$ cat src/verilog/ofd_pkg.sv
// package of constants and types for the operand field decoder
package ofd_pkg;
  // register selector encodings (byte registers)
  localparam logic [2:0] OFD_R_ACC   = 3'h1;
  localparam int         OFD_NUM_REG = 8;
  localparam int         OFD_NUM_RP  = 4;
  // pair selector for the 16-bit accumulator
  localparam logic [1:0] OFD_RP_ACC  = 2'h0;
  // short direct window
  localparam logic [15:0] OFD_SADDR_LO = 16'hFE20;
  localparam logic [15:0] OFD_SADDR_HI = 16'hFF1F;
  // special-register window and its excluded block
  localparam logic [15:0] OFD_SFR_LO   = 16'hFF00;
  localparam logic [15:0] OFD_SFR_HI   = 16'hFFFF;
  localparam logic [15:0] OFD_SFR_XLO  = 16'hFFD0;
  localparam logic [15:0] OFD_SFR_XHI  = 16'hFFDF;
  // fixed call window
  localparam logic [15:0] OFD_FCALL_LO = 16'h0800;
  localparam logic [15:0] OFD_FCALL_HI = 16'h0FFF;
  // call table window
  localparam logic [15:0] OFD_TCALL_LO = 16'h0040;
  localparam logic [15:0] OFD_TCALL_HI = 16'h007F;
  // operand widths
  localparam int OFD_BIT_W  = 3;
  localparam int OFD_BYTE_W = 8;
  localparam int OFD_WORD_W = 16;
  localparam int OFD_FCALL_W = 11;
  localparam int OFD_TCALL_W = 5;
  // cpu clock period in ns; one instruction cycle is one period
  localparam int OFD_CLK_NS = 100;
  // flag action codes
  typedef enum logic [2:0] {
    OFD_FL_KEEP    = 3'h0,
    OFD_FL_CLR     = 3'h1,
    OFD_FL_SET     = 3'h2,
    OFD_FL_RESULT  = 3'h3,
    OFD_FL_RESTORE = 3'h4
  } ofd_flag_act_t;
  // operand kinds for the address checker
  typedef enum logic [3:0] {
    OFD_K_SADDR  = 4'h0,
    OFD_K_SADDRP = 4'h1,
    OFD_K_SFR    = 4'h2,
    OFD_K_SFRP   = 4'h3,
    OFD_K_ABS    = 4'h4,
    OFD_K_ABSW   = 4'h5,
    OFD_K_FCALL  = 4'h6,
    OFD_K_TCALL  = 4'h7
  } ofd_kind_t;
  // flag positions in the status word
  localparam int OFD_PSW_W  = 8;
  localparam int OFD_Z_POS  = 6;
  localparam int OFD_AC_POS = 4;
  localparam int OFD_CY_POS = 0;
endpackage

$ cat src/verilog/ofd_operand_field_decoder.sv
// operand field decoder: selectors, address operands, flag updates
//
// Summary of operation
// - byte selector 0-7 picks eight registers, 1=acc
// - pair selector 0-3 picks pairs, 0=acc
// - short direct FE20-FF1F, pair form even only
// - absolute full space, word transfers even only
// - fixed call target limited to 0800-0FFF
// - call table picks even address 0040-007F
// - special-register operands never reach FFD0-FFDF
// - special pair operand: word registers, even only
// - immediates are 3, 8 and 16 bits wide
// - branch offset signed, added to program counter
// - each flag kept, cleared, set or from result
// - fifth action restores flag from saved copy
// - one instruction cycle is one cpu clock
`timescale 1ns/10ps

module ofd_operand_field_decoder
  import ofd_pkg::*;
#(
  parameter logic [255:0] SFR_WORD_MAP = {256{1'b1}} // word-capable sfrs
) (
  input  wire logic                      CLK_I,        // cpu clock
  input  wire logic                      RESET_N_I,    // async reset, low
  input  wire logic                      DEC_VALID_I,  // operand present
  input  wire logic [2:0]                REG_SEL_I,    // byte selector
  input  wire logic [1:0]                REG_PAIR_SEL_I, // pair selector
  input  wire ofd_kind_t                 ADDR_KIND_I,  // address kind
  input  wire logic [15:0]               ADDR_FIELD_I, // raw address field
  input  wire logic [OFD_WORD_W-1:0]     IMM_FIELD_I,  // raw immediate
  input  wire logic [15:0]               PC_I,         // next pc
  input  wire logic [7:0]                BRANCH_OFS_I, // relative offset
  input  wire ofd_flag_act_t             ACT_Z_I,      // zero flag action
  input  wire ofd_flag_act_t             ACT_AC_I,     // half carry action
  input  wire ofd_flag_act_t             ACT_CY_I,     // carry action
  input  wire logic [2:0]                RES_FLAGS_I,  // {z,ac,cy} result
  input  wire logic [OFD_PSW_W-1:0]      SAVED_PSW_I,  // saved status
  input  wire logic                      PSW_LOAD_I,   // write whole psw
  input  wire logic [OFD_PSW_W-1:0]      PSW_DATA_I,   // psw write data
  output logic [OFD_NUM_REG-1:0]         REG_ONEHOT_O, // byte reg select
  output logic                           REG_IS_ACC_O, // accumulator hit
  output logic [OFD_NUM_RP-1:0]          PAIR_ONEHOT_O, // pair select
  output logic                           PAIR_IS_ACC_O, // 16-bit acc hit
  output logic [15:0]                    EFF_ADDR_O,   // effective address
  output logic                           ADDR_OK_O,    // address legal
  output logic [OFD_BIT_W-1:0]           IMM_BIT_O,    // bit position
  output logic [OFD_BYTE_W-1:0]          IMM_BYTE_O,   // byte immediate
  output logic [OFD_WORD_W-1:0]          IMM_WORD_O,   // word immediate
  output logic [15:0]                    BRANCH_TGT_O, // relative target
  output logic [OFD_PSW_W-1:0]           PSW_O,        // status word
  output logic [31:0]                    CYCLE_CNT_O   // instruction cycles
);

  ////////////////////////////////////////////////////////////////////////
  // helpers
  // small pure functions shared by the decode processes

  // inclusive window test, used by several operand kinds;
  // no window here wraps past the top of the space, so a plain
  // pair of compares is enough
  function automatic logic in_win(input logic [15:0] a,
                                  input logic [15:0] lo,
                                  input logic [15:0] hi);
    in_win = (a >= lo) && (a <= hi);
  endfunction

  // next value of one status flag under its action code
  // spare codes 5..7 act as keep so that a stray code from a bad
  // decode can never disturb the status word
  function automatic logic flag_next(input ofd_flag_act_t act,
                                     input logic cur,
                                     input logic res,
                                     input logic saved);
    case (act)
      OFD_FL_KEEP:    flag_next = cur;
      OFD_FL_CLR:     flag_next = 1'b0;
      OFD_FL_SET:     flag_next = 1'b1;
      OFD_FL_RESULT:  flag_next = res;
      OFD_FL_RESTORE: flag_next = saved;
      default:        flag_next = cur; // unused codes leave the flag alone
    endcase
  endfunction

  ////////////////////////////////////////////////////////////////////////
  // registered state

  // every output comes straight from one of these flops, so the
  // consumer sees all decoded fields change together on one edge
  logic [OFD_NUM_REG-1:0] reg_oh_ff,  nxt_reg_oh;   // byte select
  logic                   reg_acc_ff, nxt_reg_acc;  // acc flag
  logic [OFD_NUM_RP-1:0]  pair_oh_ff, nxt_pair_oh;  // pair select
  logic                   pair_acc_ff, nxt_pair_acc; // pair acc flag
  logic [15:0]            addr_ff,    nxt_addr;     // effective address
  logic                   ok_ff,      nxt_ok;       // address legal
  logic [OFD_BIT_W-1:0]   bit_ff,     nxt_bit;      // bit immediate
  logic [OFD_BYTE_W-1:0]  byte_ff,    nxt_byte;     // byte immediate
  logic [OFD_WORD_W-1:0]  word_ff,    nxt_word;     // word immediate
  logic [15:0]            tgt_ff,     nxt_tgt;      // branch target
  logic [OFD_PSW_W-1:0]   psw_ff,     nxt_psw;      // status word
  logic [31:0]            cyc_ff,     nxt_cyc;      // cycle counter

  ////////////////////////////////////////////////////////////////////////
  // register selectors
  // byte and pair selectors decode in parallel; both are always legal

  // selectors decode to one-hot; outputs hold between valid operands
  always_comb begin
    nxt_reg_oh   = reg_oh_ff;
    nxt_reg_acc  = reg_acc_ff;
    nxt_pair_oh  = pair_oh_ff;
    nxt_pair_acc = pair_acc_ff;
    // no operand this cycle: keep the last decode on the outputs
    if (DEC_VALID_I) begin
      // byte register decode
      // a selector always hits exactly one register, none is reserved
      nxt_reg_oh   = '0;
      nxt_reg_oh[REG_SEL_I] = 1'b1;
      nxt_reg_acc  = (REG_SEL_I == OFD_R_ACC);
      nxt_pair_oh  = '0;
      nxt_pair_oh[REG_PAIR_SEL_I] = 1'b1;
      nxt_pair_acc = (REG_PAIR_SEL_I == OFD_RP_ACC);
    end
  end

  ////////////////////////////////////////////////////////////////////////
  // address operands

  // forms the full address and checks it against the operand's window;
  // an illegal operand still forms an address, the caller must gate it
  // the special-register space is taken as the top page less the
  // reserved block; SFR_WORD_MAP marks which of its bytes may be
  // reached as words, so parts with fewer word registers clear bits
  always_comb begin
    nxt_addr = addr_ff;
    nxt_ok   = ok_ff;
    if (DEC_VALID_I) begin
      case (ADDR_KIND_I)
        OFD_K_SADDR: begin
          nxt_addr = ADDR_FIELD_I;
          nxt_ok   = in_win(ADDR_FIELD_I, OFD_SADDR_LO, OFD_SADDR_HI);
        end
        OFD_K_SADDRP: begin
          nxt_addr = ADDR_FIELD_I;
          nxt_ok   = in_win(ADDR_FIELD_I, OFD_SADDR_LO, OFD_SADDR_HI)
                     && !ADDR_FIELD_I[0];
        end
        OFD_K_SFR: begin
          nxt_addr = ADDR_FIELD_I;
          nxt_ok   = in_win(ADDR_FIELD_I, OFD_SFR_LO, OFD_SFR_HI)
                     && !in_win(ADDR_FIELD_I, OFD_SFR_XLO, OFD_SFR_XHI);
        end
        OFD_K_SFRP: begin
          nxt_addr = ADDR_FIELD_I;
          nxt_ok   = in_win(ADDR_FIELD_I, OFD_SFR_LO, OFD_SFR_HI)
                     && !in_win(ADDR_FIELD_I, OFD_SFR_XLO, OFD_SFR_XHI)
                     && !ADDR_FIELD_I[0]
                     && SFR_WORD_MAP[ADDR_FIELD_I[7:0]];
        end
        OFD_K_ABS: begin
          nxt_addr = ADDR_FIELD_I;
          nxt_ok   = 1'b1;
        end
        OFD_K_ABSW: begin
          nxt_addr = ADDR_FIELD_I;
          nxt_ok   = !ADDR_FIELD_I[0];
        end
        OFD_K_FCALL: begin
          // eleven bits placed into the call window
          // or-ing in the low bits cannot leave the window
          nxt_addr = OFD_FCALL_LO | 16'(ADDR_FIELD_I[OFD_FCALL_W-1:0]);
          nxt_ok   = in_win(nxt_addr, OFD_FCALL_LO, OFD_FCALL_HI);
        end
        OFD_K_TCALL: begin
          // five bits pick an even table entry
          // the shift keeps bit 0 clear, so every entry is even
          nxt_addr = OFD_TCALL_LO
                     | 16'({ADDR_FIELD_I[OFD_TCALL_W-1:0], 1'b0});
          nxt_ok   = in_win(nxt_addr, OFD_TCALL_LO, OFD_TCALL_HI);
        end
        default: begin
          // spare kind codes: pass the field through, never legal
          nxt_addr = ADDR_FIELD_I;
          nxt_ok   = 1'b0;
        end
      endcase
    end
  end

  ////////////////////////////////////////////////////////////////////////
  // immediates and relative branch
  // offsets reach 128 back and 127 forward from the given pc

  // slicing costs nothing; registering keeps data outputs clean
  // the three immediate widths are all cut from one field, so a
  // narrower operand simply ignores the upper bits it does not use
  always_comb begin
    nxt_bit  = bit_ff;
    nxt_byte = byte_ff;
    nxt_word = word_ff;
    nxt_tgt  = tgt_ff;
    if (DEC_VALID_I) begin
      nxt_bit  = IMM_FIELD_I[OFD_BIT_W-1:0];
      nxt_byte = IMM_FIELD_I[OFD_BYTE_W-1:0];
      nxt_word = IMM_FIELD_I;
      // sign-extend then add
      // the sum wraps at the top of the space, as the counter does
      nxt_tgt  = PC_I + 16'(signed'(BRANCH_OFS_I));
    end
  end

  ////////////////////////////////////////////////////////////////////////
  // status flags
  // three flags follow action codes; the rest of the word is stored

  // a whole-word load has priority; otherwise each flag follows its code
  // bits other than z, ac and cy only change through the whole-word
  // load; the bank, enable and service fields live in those bits
  always_comb begin
    nxt_psw = psw_ff;
    if (PSW_LOAD_I) begin
      nxt_psw = PSW_DATA_I;
    end else if (DEC_VALID_I) begin
      // each flag is handled alone, so one instruction can mix actions
      // per-flag action
      nxt_psw[OFD_Z_POS]  = flag_next(ACT_Z_I, psw_ff[OFD_Z_POS],
                              RES_FLAGS_I[2], SAVED_PSW_I[OFD_Z_POS]);
      nxt_psw[OFD_AC_POS] = flag_next(ACT_AC_I, psw_ff[OFD_AC_POS],
                              RES_FLAGS_I[1], SAVED_PSW_I[OFD_AC_POS]);
      nxt_psw[OFD_CY_POS] = flag_next(ACT_CY_I, psw_ff[OFD_CY_POS],
                              RES_FLAGS_I[0], SAVED_PSW_I[OFD_CY_POS]);
    end
  end

  // one count per clock
  // one instruction cycle is one cpu clock period, so the count times
  // the clock period gives elapsed decode time; 32 bits wrap silently
  always_comb begin
    nxt_cyc = cyc_ff + 32'h00000001;
  end

  ////////////////////////////////////////////////////////////////////////
  // registers

  // all state resets to constants; counter wraps silently
  // reset is asynchronous so outputs are quiet before the clock runs
  always_ff @(posedge CLK_I or negedge RESET_N_I) begin
    if (!RESET_N_I) begin
      // constants only, so the reset path needs no other logic
      reg_oh_ff   <= '0;
      reg_acc_ff  <= 1'b0;
      pair_oh_ff  <= '0;
      pair_acc_ff <= 1'b0;
      addr_ff     <= 16'h0000;
      ok_ff       <= 1'b0;
      bit_ff      <= '0;
      byte_ff     <= '0;
      word_ff     <= '0;
      tgt_ff      <= 16'h0000;
      psw_ff      <= '0;
      cyc_ff      <= 32'h00000000;
    end else begin
      // every register loads its next value on every edge
      reg_oh_ff   <= nxt_reg_oh;
      reg_acc_ff  <= nxt_reg_acc;
      pair_oh_ff  <= nxt_pair_oh;
      pair_acc_ff <= nxt_pair_acc;
      addr_ff     <= nxt_addr;
      ok_ff       <= nxt_ok;
      bit_ff      <= nxt_bit;
      byte_ff     <= nxt_byte;
      word_ff     <= nxt_word;
      tgt_ff      <= nxt_tgt;
      psw_ff      <= nxt_psw;
      cyc_ff      <= nxt_cyc;
    end
  end

  // outputs straight from flip-flops
  // no logic after the flops keeps output timing independent of decode
  assign REG_ONEHOT_O  = reg_oh_ff;
  assign REG_IS_ACC_O  = reg_acc_ff;
  assign PAIR_ONEHOT_O = pair_oh_ff;
  assign PAIR_IS_ACC_O = pair_acc_ff;
  assign EFF_ADDR_O    = addr_ff;
  assign ADDR_OK_O     = ok_ff;
  assign IMM_BIT_O     = bit_ff;
  assign IMM_BYTE_O    = byte_ff;
  assign IMM_WORD_O    = word_ff;
  assign BRANCH_TGT_O  = tgt_ff;
  assign PSW_O         = psw_ff;
  assign CYCLE_CNT_O   = cyc_ff;

endmodule // ofd_operand_field_decoder

$ cat config.mk
export PLATFORM = sky130hd
export DESIGN_NAME = ofd_operand_field_decoder
export DESIGN_NICKNAME = d
export VERILOG_FILES = /design/src/verilog/ofd_pkg.sv /design/src/verilog/ofd_operand_field_decoder.sv
export SDC_FILE = /design/constraint.sdc
export NUM_CORES = 1
export LEC_CHECK = 0
export ABC_AREA = 1
export BUFFER_PORTS_ARGS = -buffer_cell sky130_fd_sc_hd__buf_2
export CAP_MARGIN = 40
export CORE_UTILIZATION = 35
export CTS_CLUSTER_DIAMETER = 50
export DETAILED_ROUTE_END_ITERATION = 6
export PLACE_DENSITY_LB_ADDON = 0.25
export REMOVE_ABC_BUFFERS = 1
export SLEW_MARGIN = 10
export SYNTH_ARGS = -nofsm -noshare
export SYNTH_HDL_FRONTEND = slang
export SYNTH_SLANG_ARGS = --single-unit
$ cat constraint.sdc
create_clock -name CLK_I -period 1.6 [get_ports CLK_I]
set_input_delay 0.16 -clock CLK_I [delete_from_list [all_inputs] [get_ports CLK_I]]
set_output_delay 0.16 -clock CLK_I [all_outputs]
set_load 0.005 [all_outputs]
Word level (Yosys, flattened, before mapping)
Memory sizes are Yosys's and may differ from the RTL's. Index checks and enable logic that the tools add are counted.

Logic and storage cells: 91. Input bits: 97. Output and inout port bits: 114. Memories kept: 1. Memory bits (read-only): 256. Bits in registers: 114.

Reductions and logical operators: 22. Equal/unequal tests: 20. Muxes and demuxes: 16. Add/subtract/negate cells: 2. $lt $le $gt $ge: 15.

Memory list: (name not given) (depth 256, bits a word 1, rd ports 1, clocked after memory_dff 0, wr ports 0, RTL line ofd_operand_field_decoder.sv:158) `&& SFR_WORD_MAP[ADDR_FIELD_I[7:0]];`.

Operators with widths (number): $ge 16x16->1 const B (3); $le 16x16->1 const B (3); $add 32x1->32 const B (1); $pmux 16 s2 (1); $eq 3x2->1 const B (6); $add 16x16->16 (1); $eq 4x3->1 const B (4); $reduce_bool 5->1 (3); $eq 3x1->1 const B (4); $ge 12x12->1 const B (1); $le 12x12->1 const B (1); $pmux 1 s4 (3); $logic_and 1x1->1 (11); $eq 3x3->1 const B (3); $lt 8x9->1 const B (1); $mux 1 (9); $eq 4x2->1 const B (2); $pmux 1 s8 (1); $ge 7x7->1 const B (1); $le 7x7->1 const B (1); $reduce_and 2->1 (3); $eq 4x1->1 const B (1); $logic_not 4->1 (1); $lt 3x4->1 const B (1); 8 further kinds (9).

Logic depth before layout (Yosys ltp)
Gate-level depths: netlist of the first run.

Depth after elaboration: 7. Mapped depth: 11. Gate-level depth less buffers: 11.

Worst setup path before layout of the first run
No wires, ideal clock.

Path type: input -> register. From: input port PC_I[0]. To: register tgt_ff[12], in the netlist BRANCH_TGT_O[12]. Setup time: 0.118 ns. Setup slack: 0.165 ns. Data arrival time: 1.317 ns. Buffers on the path: 0. Required time: 1.482 ns. Cell stages on the path: 11. Path through: ha_1 inv_1 fa_1 inv_1 nand3_1 nand3_1 nand3_1 nand3_1 nand2_1 nand3_1 nand2_1.

Word-level cells in the longest chain between the ends: 1.

Ends and longest elaborated chain: start: declaration (RTL line ofd_operand_field_decoder.sv:32) `input wire logic [15:0] PC_I,`; $add 16x16->16 (RTL line ofd_operand_field_decoder.sv:208) `nxt_tgt = PC_I + 16'(signed'(BRANCH_OFS_I));`; end signal: assignment (RTL line ofd_operand_field_decoder.sv:273) `tgt_ff <= nxt_tgt;`; end: declaration (RTL line ofd_operand_field_decoder.sv:99) `logic [15:0] tgt_ff, nxt_tgt;`.

Every way passes these cells. A chain may end at the register's enable or synchronous reset.

Worst setup path after layout of the first run
From: register cyc_ff[0], in the netlist CYCLE_CNT_O[0]. To: register cyc_ff[16], in the netlist CYCLE_CNT_O[16].

Word-level cells in the longest chain between the ends: 1.

Ends and longest elaborated chain: start: declaration (RTL line ofd_operand_field_decoder.sv:101) `logic [31:0] cyc_ff, nxt_cyc;`; start signal: assignment (RTL line ofd_operand_field_decoder.sv:275) `cyc_ff <= nxt_cyc;`; $add 32x1->32 (RTL line ofd_operand_field_decoder.sv:239) `nxt_cyc = cyc_ff + 32'h00000001;`; net nxt_cyc[16] (RTL line ofd_operand_field_decoder.sv:101).

The timed path passes the listed nets, and every way through them passes these cells.

==> summary.txt, run 1 <==
Synthesis
  – Cells after Synth: 706
  – Async S/R FF share, synth: 100%
  – Distinct cells, synth: 34
  – Sequential area share after synthesis: 46.3%
  – Yosys reg bits: 102
  – Synthesized cell area: 5520 um2
  – EDFF count, synth: 0
  – Ys flop type: dfrtp_1
  – Syn avg cell area: 7.81 um2
  – Synth Warn #: 0

GRT
  – Overflow after GRT: 0
  – Largest net degree at the start of global routing: 47
  – First-pass GRT wire length: 23.1 mm
  – Gr usage total: 18.0%
  – Vias in the first global route: 4805
  – Initial antenna violation count: 0

Run
  – Max-Cap Viols: 0

Placed design
  – GP Congestion: 0.851
  – DP Worst Slack: -0.00612 ns
  – Inst Count DP: 1110
  – IO Port Bufs: 205
  – Post-DP HPWL: 10.9 mm

Clock network
  – CTS tree: built
  – H-tree lvl count: 3
  – TritonCTS Buffers: 9
  – Root cell of the clock tree: clkbuf_16
  – Num Clock Sinks: 102
  – Clock transition at path regs: 0.07 ns
  – Clock Tree Buf Depth: 2
  – Post-CTS setup buffer count: 0
  – Clock Latency Late Sink: 0.35 ns

Routing
  – DR WL/cell: 12.4 um
  – Routed Wire Length: 14.2 mm
  – DRT Pass-1 Iters: 4
  – DR DRC count: 0
  – Vias per inst: 4.47
  – Vias: 5124
  – 1st-iter DRT viols: 157
  – Antenna Nets Post-Route: 0

Timing
  – Setup WS post-layout: 0.123 ns
  – FMAX: 0.677 GHz
  – Post-layout min period: 1.48 ns
  – Final Hold Slack: 0.00990 ns
  – Slew @ Worst Pin: 0.346 ns
  – Worst Skew: 0.00298 ns
  – Final setup vio count: 0
  – Share of the clock period used by the worst path: 92.3%
  – Final hold vios: 0
  – Unrepaired setup endpoints after global routing: no
  – Max-slew violation count: 0
  – Slew margin rel.: 76.9%

Power and ir drop
  – Power per cell area: 840 nW/um2
  – Leak: 4.10 nW
  – Clk pwr share: 35.5%
  – Switch share: 29.2%
  – Combinational share of power: 17.9%
  – Sequential power share: 46.6%
  – Pint: 4.35 mW
  – Maximum vdd drop: 0.479 mV
  – P_sw: 1.79 mW

Floorplanning
  – Die width: 128 um
  – Die H: 128 um
  – Core Area: 15300 um2
  – Die area: 16300 um2
  – Initial Util: 36.0%
  – I/O Pins: 211
  – Cell Rows: 45

Status
  – Status: finished, final reports clean

Critical path
  – CP required: 1.84 ns
  – Crit-path max FO: 4
  – Worst path cell trace: ha_1 -> nand3_1 -> nor3_4 -> nand3_1 -> xnor2_1
  – Slowest cell on the critical path: dfrtp_1
  – Arrival time worst endpoint: 1.72 ns
  – Cell mode on critical path: nand3_1
  – CP Class: flip-flop to flip-flop
  – Critical path endpoint category: flip-flop
  – CP Launch Type: flip-flop
  – Slowest cell delay on critical path: 0.41 ns

Layout
  – Nets: 1044
  – Fill cells: 1575
  – Layout cells sized above 1: 27.4%
  – Filler-free cell count of the finished design: 1146
  – Final core utilization: 47.8%
  – Area Growth Syn to Fin: 32.6%
  – Diode count: 0

Worst hold path
  – Worst Hold Class: input port to flip-flop
registers in the layout, summed over array words and instances, names as in the netlist:
| register | flops |
|---|---|
| ADDR_OK_O | 1 |
| BRANCH_TGT_O | 16 |
| CYCLE_CNT_O | 32 |
| EFF_ADDR_O | 16 |
| IMM_BIT_O | 2 |
| IMM_BYTE_O | 5 |
| IMM_WORD_O | 9 |
| PAIR_ONEHOT_O | 4 |
| PSW_O | 8 |
| REG_IS_ACC_O | 1 |
| REG_ONEHOT_O | 8 |
metal layers:
layer	share of wire (%)	up-vias	track usage, %
met5	0	-	0
met4	1.3	0	5.53
met3	4.3	14	3.64
met2	46	126	30.8
met1	48	2308	22.9
li1	-	2676	-
worst max-delay path, delay by kind of cell, from the launching register on:
| kind | cells | cell delay [ns] |
|---|---|---|
| fa+ha+maj | 1 | 0.20 |
| flops | 1 | 0.41 |
| xor+xnor | 1 | 0.14 |
| simple gates | 3 | 0.62 |
cell type report:
cell class              count  area (um2)  share of cell area, %
inverters                  75         282                   3.85
clock inverters             7        70.1                  0.958
well taps                 211         264                   3.61
clock buffers               9         225                   3.08
repair buffers            239        1380                   18.9
multi-input cells         503        2540                   34.7
flip-flops and latches    102        2550                   34.9
worst paths after layout:
check / end / cells after the start / slack [ns] / startpoint
worst max-delay path: CYCLE_CNT_O[16] / 5 / 0.12 / CYCLE_CNT_O[0]
worst min-delay path: PSW_O[1] / 3 / 0.01 / PSW_DATA_I[1]
worst max register to register: CYCLE_CNT_O[16] / 5 / 0.12 / CYCLE_CNT_O[0]
worst min register to register: PSW_O[1] / 2 / 0.47 / PSW_O[1]
max in group asynchronous: CYCLE_CNT_O[13] / 3 / 0.79 / RESET_N_I
min in group asynchronous: BRANCH_TGT_O[4] / 2 / 0.25 / RESET_N_I
through the flow:
| step | power (mW) | TNS [ns] | instance area (um2) |
|---|---|---|---|
| floorplan | 3.41 | 0 | 5370 |
| global placement | 3.98 | -0.00298 | 6810 |
| detailed placement | 3.99 | -0.00848 | 6810 |
| CTS | 6.24 | 0 | 7310 |
| global route | 6.53 | 0 | 7320 |
| finish | 6.15 | 0 | 7320 |
power groups by stage:
stage | sequential [mW] | combinational [mW] | clock [mW]
detailed placement | 2.91 | 1.08 | 0
CTS | 2.86 | 1.12 | 2.25
finish | 2.86 | 1.10 | 2.18
global placement | 2.91 | 1.07 | 0
global route | 2.89 | 1.26 | 2.38
floorplan | 2.93 | 0.474 | 0
synthesized netlist by cell type (12+ instances only):
cell type	number	area (um2)
nor3_1	12	60.1
nand3_1	46	230
a21oi_1	22	110
nand2_1	263	987
o21ai_0	25	125
ha_1	16	200
inv_1	72	270
xor2_1	19	166
buf_4	12	90.1
xnor2_1	16	140
dfrtp_1	102	2550
nor2_1	37	139
cell families after synthesis:
logic type      count (synthesis)  synth area share [%]
simple gates                  394                  30.6
flops                         102                  46.3
buf+inv                       101                  7.80
compound gates                 57                  5.72
xor+xnor                       35                  5.56
fa+ha+maj                      17                  3.99
layout by cell type (no fill, tap or decap), types with 11 or more instances in the layout:
cell             n
a21oi_1         22
nor2_1          37
ha_1            16
xor2_1          19
buf_4           11
dfrtp_1        102
dlygate4sd3_1   20
xnor2_1         16
nand2_1        263
o21ai_0         25
nand3_1         46
nor3_1          12
buf_2          204
inv_1           72
what timing repair did:
| action | in CTS | in global routing |
|---|---|---|
| setup endpoints to repair | 0 | 1 |
| gates resized for setup | 0 | 1 |
| hold buffers | 20 | 0 |
| endpoints found under the hold margin | 40 | 0 |
Note: power is estimated with default switching activity, not from simulation.
==> run 2: changes to the inputs <==
==> constraint.sdc (replaced) <==
create_clock -name CLK_I -period 1.8 [get_ports CLK_I]
set_input_delay 0.18 -clock CLK_I [delete_from_list [all_inputs] [get_ports CLK_I]]
set_output_delay 0.18 -clock CLK_I [all_outputs]
set_load 0.005 [all_outputs]
==> run 2 against run 1 <==
Register-to-register slack gained 0.11 ns; non-clock buffer count decreased by 23; first-iteration DRC count is 60% higher.
==> summary.txt, run 2 (synthesis results as in run 1) <==
Power and ir drop
  – Pint: 3.82 mW
  – Switch share: 28.4%
  – P_sw: 1.51 mW
  – Combinational share of power: 17.6%
  – Power per cell area: 758 nW/um2
  – Leak: 3.96 nW
  – Sequential power share: 47.8%
  – Post-layout power: 5.33 mW
  – Maximum vdd drop: 0.431 mV
  – Clk pwr share: 34.6%

Routing
  – Vias: 5015
  – Routed Wire Length: 14.0 mm
  – DRT Pass-1 Iters: 4
  – Vias per inst: 4.47
  – Antenna Nets Post-Route: 0
  – 1st-iter DRT viols: 251
  – DR WL/cell: 12.5 um
  – DR DRC count: 0

Layout
  – Layout cells sized above 1: 27.5%
  – Nets: 1021
  – Diode count: 0
  – Area Growth Syn to Fin: 27.5%
  – Register area: 2550 um2
  – Commonest non-fill, non-tap cell in the layout: nand2_1
  – Filler-free cell count of the finished design: 1123
  – Multi-input logic area: 2530 um2
  – Commonest non-fill, non-tap cells in the layout: 263 x nand2_1, 204 x buf_2, 102 x dfrtp_1
  – Max FFs per register: 32
  – Final core utilization: 45.9%
  – Final Cell Area: 7030 um2
  – Fill cells: 1586

Floorplanning
  – Die width: 128 um
  – Cell Rows: 45
  – Initial Util: 36.0%
  – Die H: 128 um
  – Die area: 16300 um2
  – Core Area: 15300 um2
  – I/O Pins: 211

Timing
  – Slew margin rel.: 72.7%
  – Final setup vio count: 0
  – Setup WS post-layout: 0.236 ns
  – Setup TNS Final: 0 ns
  – Final hold vios: 0
  – Final Hold Slack: 0.0256 ns
  – FMAX: 0.640 GHz
  – Worst Skew: 0.00552 ns
  – Share of the clock period used by the worst path: 86.9%
  – Max-slew violation count: 0
  – Post-layout min period: 1.56 ns
  – Slew @ Worst Pin: 0.410 ns
  – Unrepaired setup endpoints after global routing: no

Clock network
  – CTS tree: built
  – Clock Tree Buf Depth: 2
  – Root cell of the clock tree: clkbuf_16
  – Post-CTS setup buffer count: 0
  – Clock transition at path regs: 0.07 ns
  – Num Clock Sinks: 102
  – Clock Latency Late Sink: 0.35 ns
  – TritonCTS Buffers: 9
  – H-tree lvl count: 3

Critical path
  – Crit-path max FO: 4
  – CP Class: flip-flop to flip-flop
  – Critical path endpoint category: flip-flop
  – CP required: 2.04 ns
  – CP Launch Type: flip-flop
  – Arrival time worst endpoint: 1.80 ns

Placed design
  – GP Congestion: 0.859
  – Post-DP HPWL: 11.0 mm
  – IO Port Bufs: 205
  – Dpl cell area: 6750 um2
  – DP Worst Slack: 0.0960 ns
  – Inst Count DP: 1106

Status
  – Status: finished, final reports clean

GRT
  – Vias in the first global route: 4719
  – Largest net degree at the start of global routing: 67
  – First-pass GRT wire length: 22.8 mm
  – Initial antenna violation count: 0
  – Overflow after GRT: 0
  – Gr usage total: 17.8%

Run
  – Max-Cap Viols: 0

Worst hold path
  – Worst Hold Class: input port to flip-flop
[run 2: changes by cell type in the layout (fill, tap and decap cells not counted), sizes merged]
| cell | delta |
|---|---|
| dlygate4sd3 | -19 |
| clkbuf | +1 |
| buf | -4 |
| clkinv | -1 |
[run 2: power by group through the flow]
stage               clock [mW]  sequential, mW  combinational, mW
floorplan                    0            2.61              0.421
global placement             0            2.59              0.948
detailed placement           0            2.59              0.955
CTS                       1.92            2.55              0.958
global route              2.01            2.57               1.08
finish                    1.85            2.54              0.938
[run 2: worst max-delay path, stage by stage (launching register included)]
cell and delay (ns):
dfrtp_1 0.40, ha_1 0.28, nand3_1 0.24, nor3_4 0.27, nand3_1 0.13, xnor2_1 0.14
[run 2: area by class of cell]
type                       count  area share [%]
sequential                   102            36.3
multi-input combinational    503            36.0
timing repair buffer         216            16.0
inverter                      75            4.00
tap                          211            3.75
clock buffer                  10            3.26
clock inverter                 6           0.658
[run 2: final timing paths]
check / from / endpoint / slack [ns] / cells after the start
hold / removal: PSW_DATA_I[2] / PSW_O[2] / 0.03 / 3
min in group asynchronous: RESET_N_I / BRANCH_TGT_O[4] / 0.20 / 2
max in group asynchronous: RESET_N_I / CYCLE_CNT_O[24] / 0.99 / 3
setup reg to reg: CYCLE_CNT_O[0] / CYCLE_CNT_O[16] / 0.24 / 5
hold reg to reg: PSW_O[2] / PSW_O[2] / 0.47 / 2
setup / recovery: CYCLE_CNT_O[0] / CYCLE_CNT_O[16] / 0.24 / 5
[run 2: what timing repair did]
item,in CTS,in global routing
endpoints found under the hold margin,102,0
hold buffers,1,0
gates resized for setup,0,0
[run 2: per-layer routing]
metal / track usage, % / vias to the layer above / part of all wire [%]
met5: 0 / - / 0
met4: 3.92 / 0 / 0.91
met3: 4.52 / 7 / 5.1
met2: 29.2 / 130 / 46
met1: 23.5 / 2250 / 48
li1: - / 2628 / -
==> run 3: changes to the inputs <==
--- a/config.mk
+++ b/config.mk
@@ -12,7 +12,6 @@
 export CTS_CLUSTER_DIAMETER = 50
 export DETAILED_ROUTE_END_ITERATION = 6
 export PLACE_DENSITY_LB_ADDON = 0.25
-export REMOVE_ABC_BUFFERS = 1
 export SLEW_MARGIN = 10
 export SYNTH_ARGS = -nofsm -noshare
 export SYNTH_HDL_FRONTEND = slang
==> run 3 against run 2 <==
Sequential power barely moved; via count rose by 1.4%; global-route usage rose by 0.63 points; clock skew rose by 0.0016 ns; first-iteration DRC count rose by 13%; wire length rose by 2.7%; register-to-register slack improved by 0.02 ns; maximum frequency rose by 1.3%; setup slack improved by 0.020 ns; combinational power barely moved; largest cell class unchanged; largest power group unchanged.
==> summary.txt, run 3 (synthesis results as in run 1) <==
Status
  – Status: finished, final reports clean

Timing
  – Post-layout min period: 1.54 ns
  – Worst Skew: 0.00711 ns
  – Share of the clock period used by the worst path: 85.7%
  – Final setup vio count: 0
  – Unrepaired setup endpoints after global routing: no
  – Max-slew violation count: 0
  – Final hold vios: 0
  – Slew margin rel.: 71.9%
  – Setup TNS Final: 0 ns
  – Slew @ Worst Pin: 0.422 ns
  – FMAX: 0.648 GHz

Critical path
  – CP Class: flip-flop to flip-flop
  – CP Launch Type: flip-flop
  – R2R Path End: CYCLE_CNT_O[24]
  – Worst r2r path cells: 7
  – CP required: 2.05 ns
  – Critical path endpoint category: flip-flop
  – Worst Setup EP: CYCLE_CNT_O[24]
  – CP startpoint: CYCLE_CNT_O[1]
  – Crit-path max FO: 4
  – Arrival time worst endpoint: 1.79 ns
  – R2R Setup Slk: 0.26 ns
  – Crit Reg-Reg Startpoint: CYCLE_CNT_O[1]

Power and ir drop
  – Power per cell area: 755 nW/um2
  – Maximum vdd drop: 0.377 mV
  – Leak: 3.96 nW

GRT
  – First-pass GRT wire length: 23.5 mm
  – Overflow after GRT: 0
  – Gr usage total: 18.4%
  – Largest net degree at the start of global routing: 42
  – Vias in the first global route: 4683
  – Initial antenna violation count: 0

Floorplanning
  – Core Area: 15300 um2
  – Die H: 128 um
  – Die width: 128 um
  – Initial Util: 36.0%
  – Cell Rows: 45
  – I/O Pins: 211
  – Die area: 16300 um2

Clock network
  – Root cell of the clock tree: clkbuf_16
  – TritonCTS Buffers: 9
  – Num Clock Sinks: 102
  – Clock Tree Buf Depth: 2
  – CTS tree: built
  – Hold Buf Count CTS: 1
  – Clock Latency Late Sink: 0.35 ns
  – H-tree lvl count: 3
  – Post-cts gate resize count: 0
  – Clock transition at path regs: 0.08 ns
  – Post-CTS setup buffer count: 0

Routing
  – 1st-iter DRT viols: 283
  – Antenna Nets Post-Route: 0
  – DR DRC count: 0
  – DRT Pass-1 Iters: 4
  – Vias: 5083
  – DR WL/cell: 12.8 um
  – Routed Wire Length: 14.4 mm
  – Vias per inst: 4.53

Layout
  – Filler-free cell count of the finished design: 1122
  – Commonest non-fill, non-tap cells in the layout: 263 x nand2_1, 204 x buf_2, 102 x dfrtp_1
  – Layout cells sized above 1: 27.6%
  – Diode count: 0
  – Nets: 1021
  – Max FFs per register: 32
  – Area Growth Syn to Fin: 27.7%
  – Commonest non-fill, non-tap cell in the layout: nand2_1

Run
  – Max-Cap Viols: 0

Placed design
  – Inst Count DP: 1106
  – IO Port Bufs: 205
  – Post-DP HPWL: 11.3 mm
  – GP Congestion: 0.832

Worst hold path
  – Worst Hold Class: input port to flip-flop

Synthesis
  – Mapped Nets: 820
==> run 3: worst min path at each step <==
| stage | startpoint | endpoint | slack (ns) | cells past startpoint |
|---|---|---|---|---|
| CTS | PSW_DATA_I[7] | PSW_O[7] | 0.02 | 3 |
| global route | IMM_FIELD_I[5] | IMM_BYTE_O[5] | 0.03 | 3 |
| floorplan | RESET_N_I | ADDR_OK_O | -0.12 | 0 |
| finish | PSW_DATA_I[7] | PSW_O[7] | 0.03 | 3 |
| detailed placement | RESET_N_I | REG_ONEHOT_O[2] | 0.15 | 1 |
| global placement | RESET_N_I | REG_ONEHOT_O[2] | 0.15 | 1 |
==> run 3: power by group <==
part           total (mW)  internal (mW)  switching (mW)
combinational       0.937          0.409           0.528
sequential           2.55           2.46          0.0978
clock                1.83          0.943           0.888
==> run 3: layout make-up <==
| type | count | area [um2] |
|---|---|---|
| clock buffer | 9 | 225 |
| clock inverter | 6 | 48.8 |
| fill | 1619 | 8270 |
| inverter | 75 | 282 |
| multi-input combinational | 503 | 2530 |
| sequential | 102 | 2550 |
| tap | 211 | 264 |
| timing repair buffer | 216 | 1140 |
==> run 3: metal layers <==
metal | GRT usage (%) | vias up | routed length (um) | part of all wire [%]
met2 | 28.6 | 156 | 6420 | 45
met4 | 6.30 | 0 | 212 | 1.5
li1 | - | 2628 | - | -
met3 | 2.81 | 12 | 773 | 5.4
met5 | 0 | - | 0 | 0
met1 | 26.0 | 2287 | 6980 | 49
==> run 3: critical path, stage by stage, from the launching register on <==
cell and delay (ns):
dfrtp_1 0.42, ha_1 0.27, nand3_1 0.24, nor3_4 0.20, buf_4 0.16, nand2_1 0.05
nand2_1 0.06, nand2_1 0.05
==> run 3: stage by stage <==
| step | power, mW | hold WS [ns] | worst slack, ns | util [%] | area [um2] |
|---|---|---|---|---|---|
| finish | 5.32 | 0.0346 | 0.257 | 46.0 | 7040 |
| detailed placement | 3.55 | 0.146 | 0.129 | 44.1 | 6760 |
| CTS | 5.42 | 0.0166 | 0.207 | 46.0 | 7040 |
| global route | 5.65 | 0.0298 | 0.103 | 46.0 | 7040 |
| floorplan | 3.08 | -0.116 | 0.345 | - | 5520 |
| global placement | 3.54 | 0.146 | 0.158 | 44.1 | 6760 |
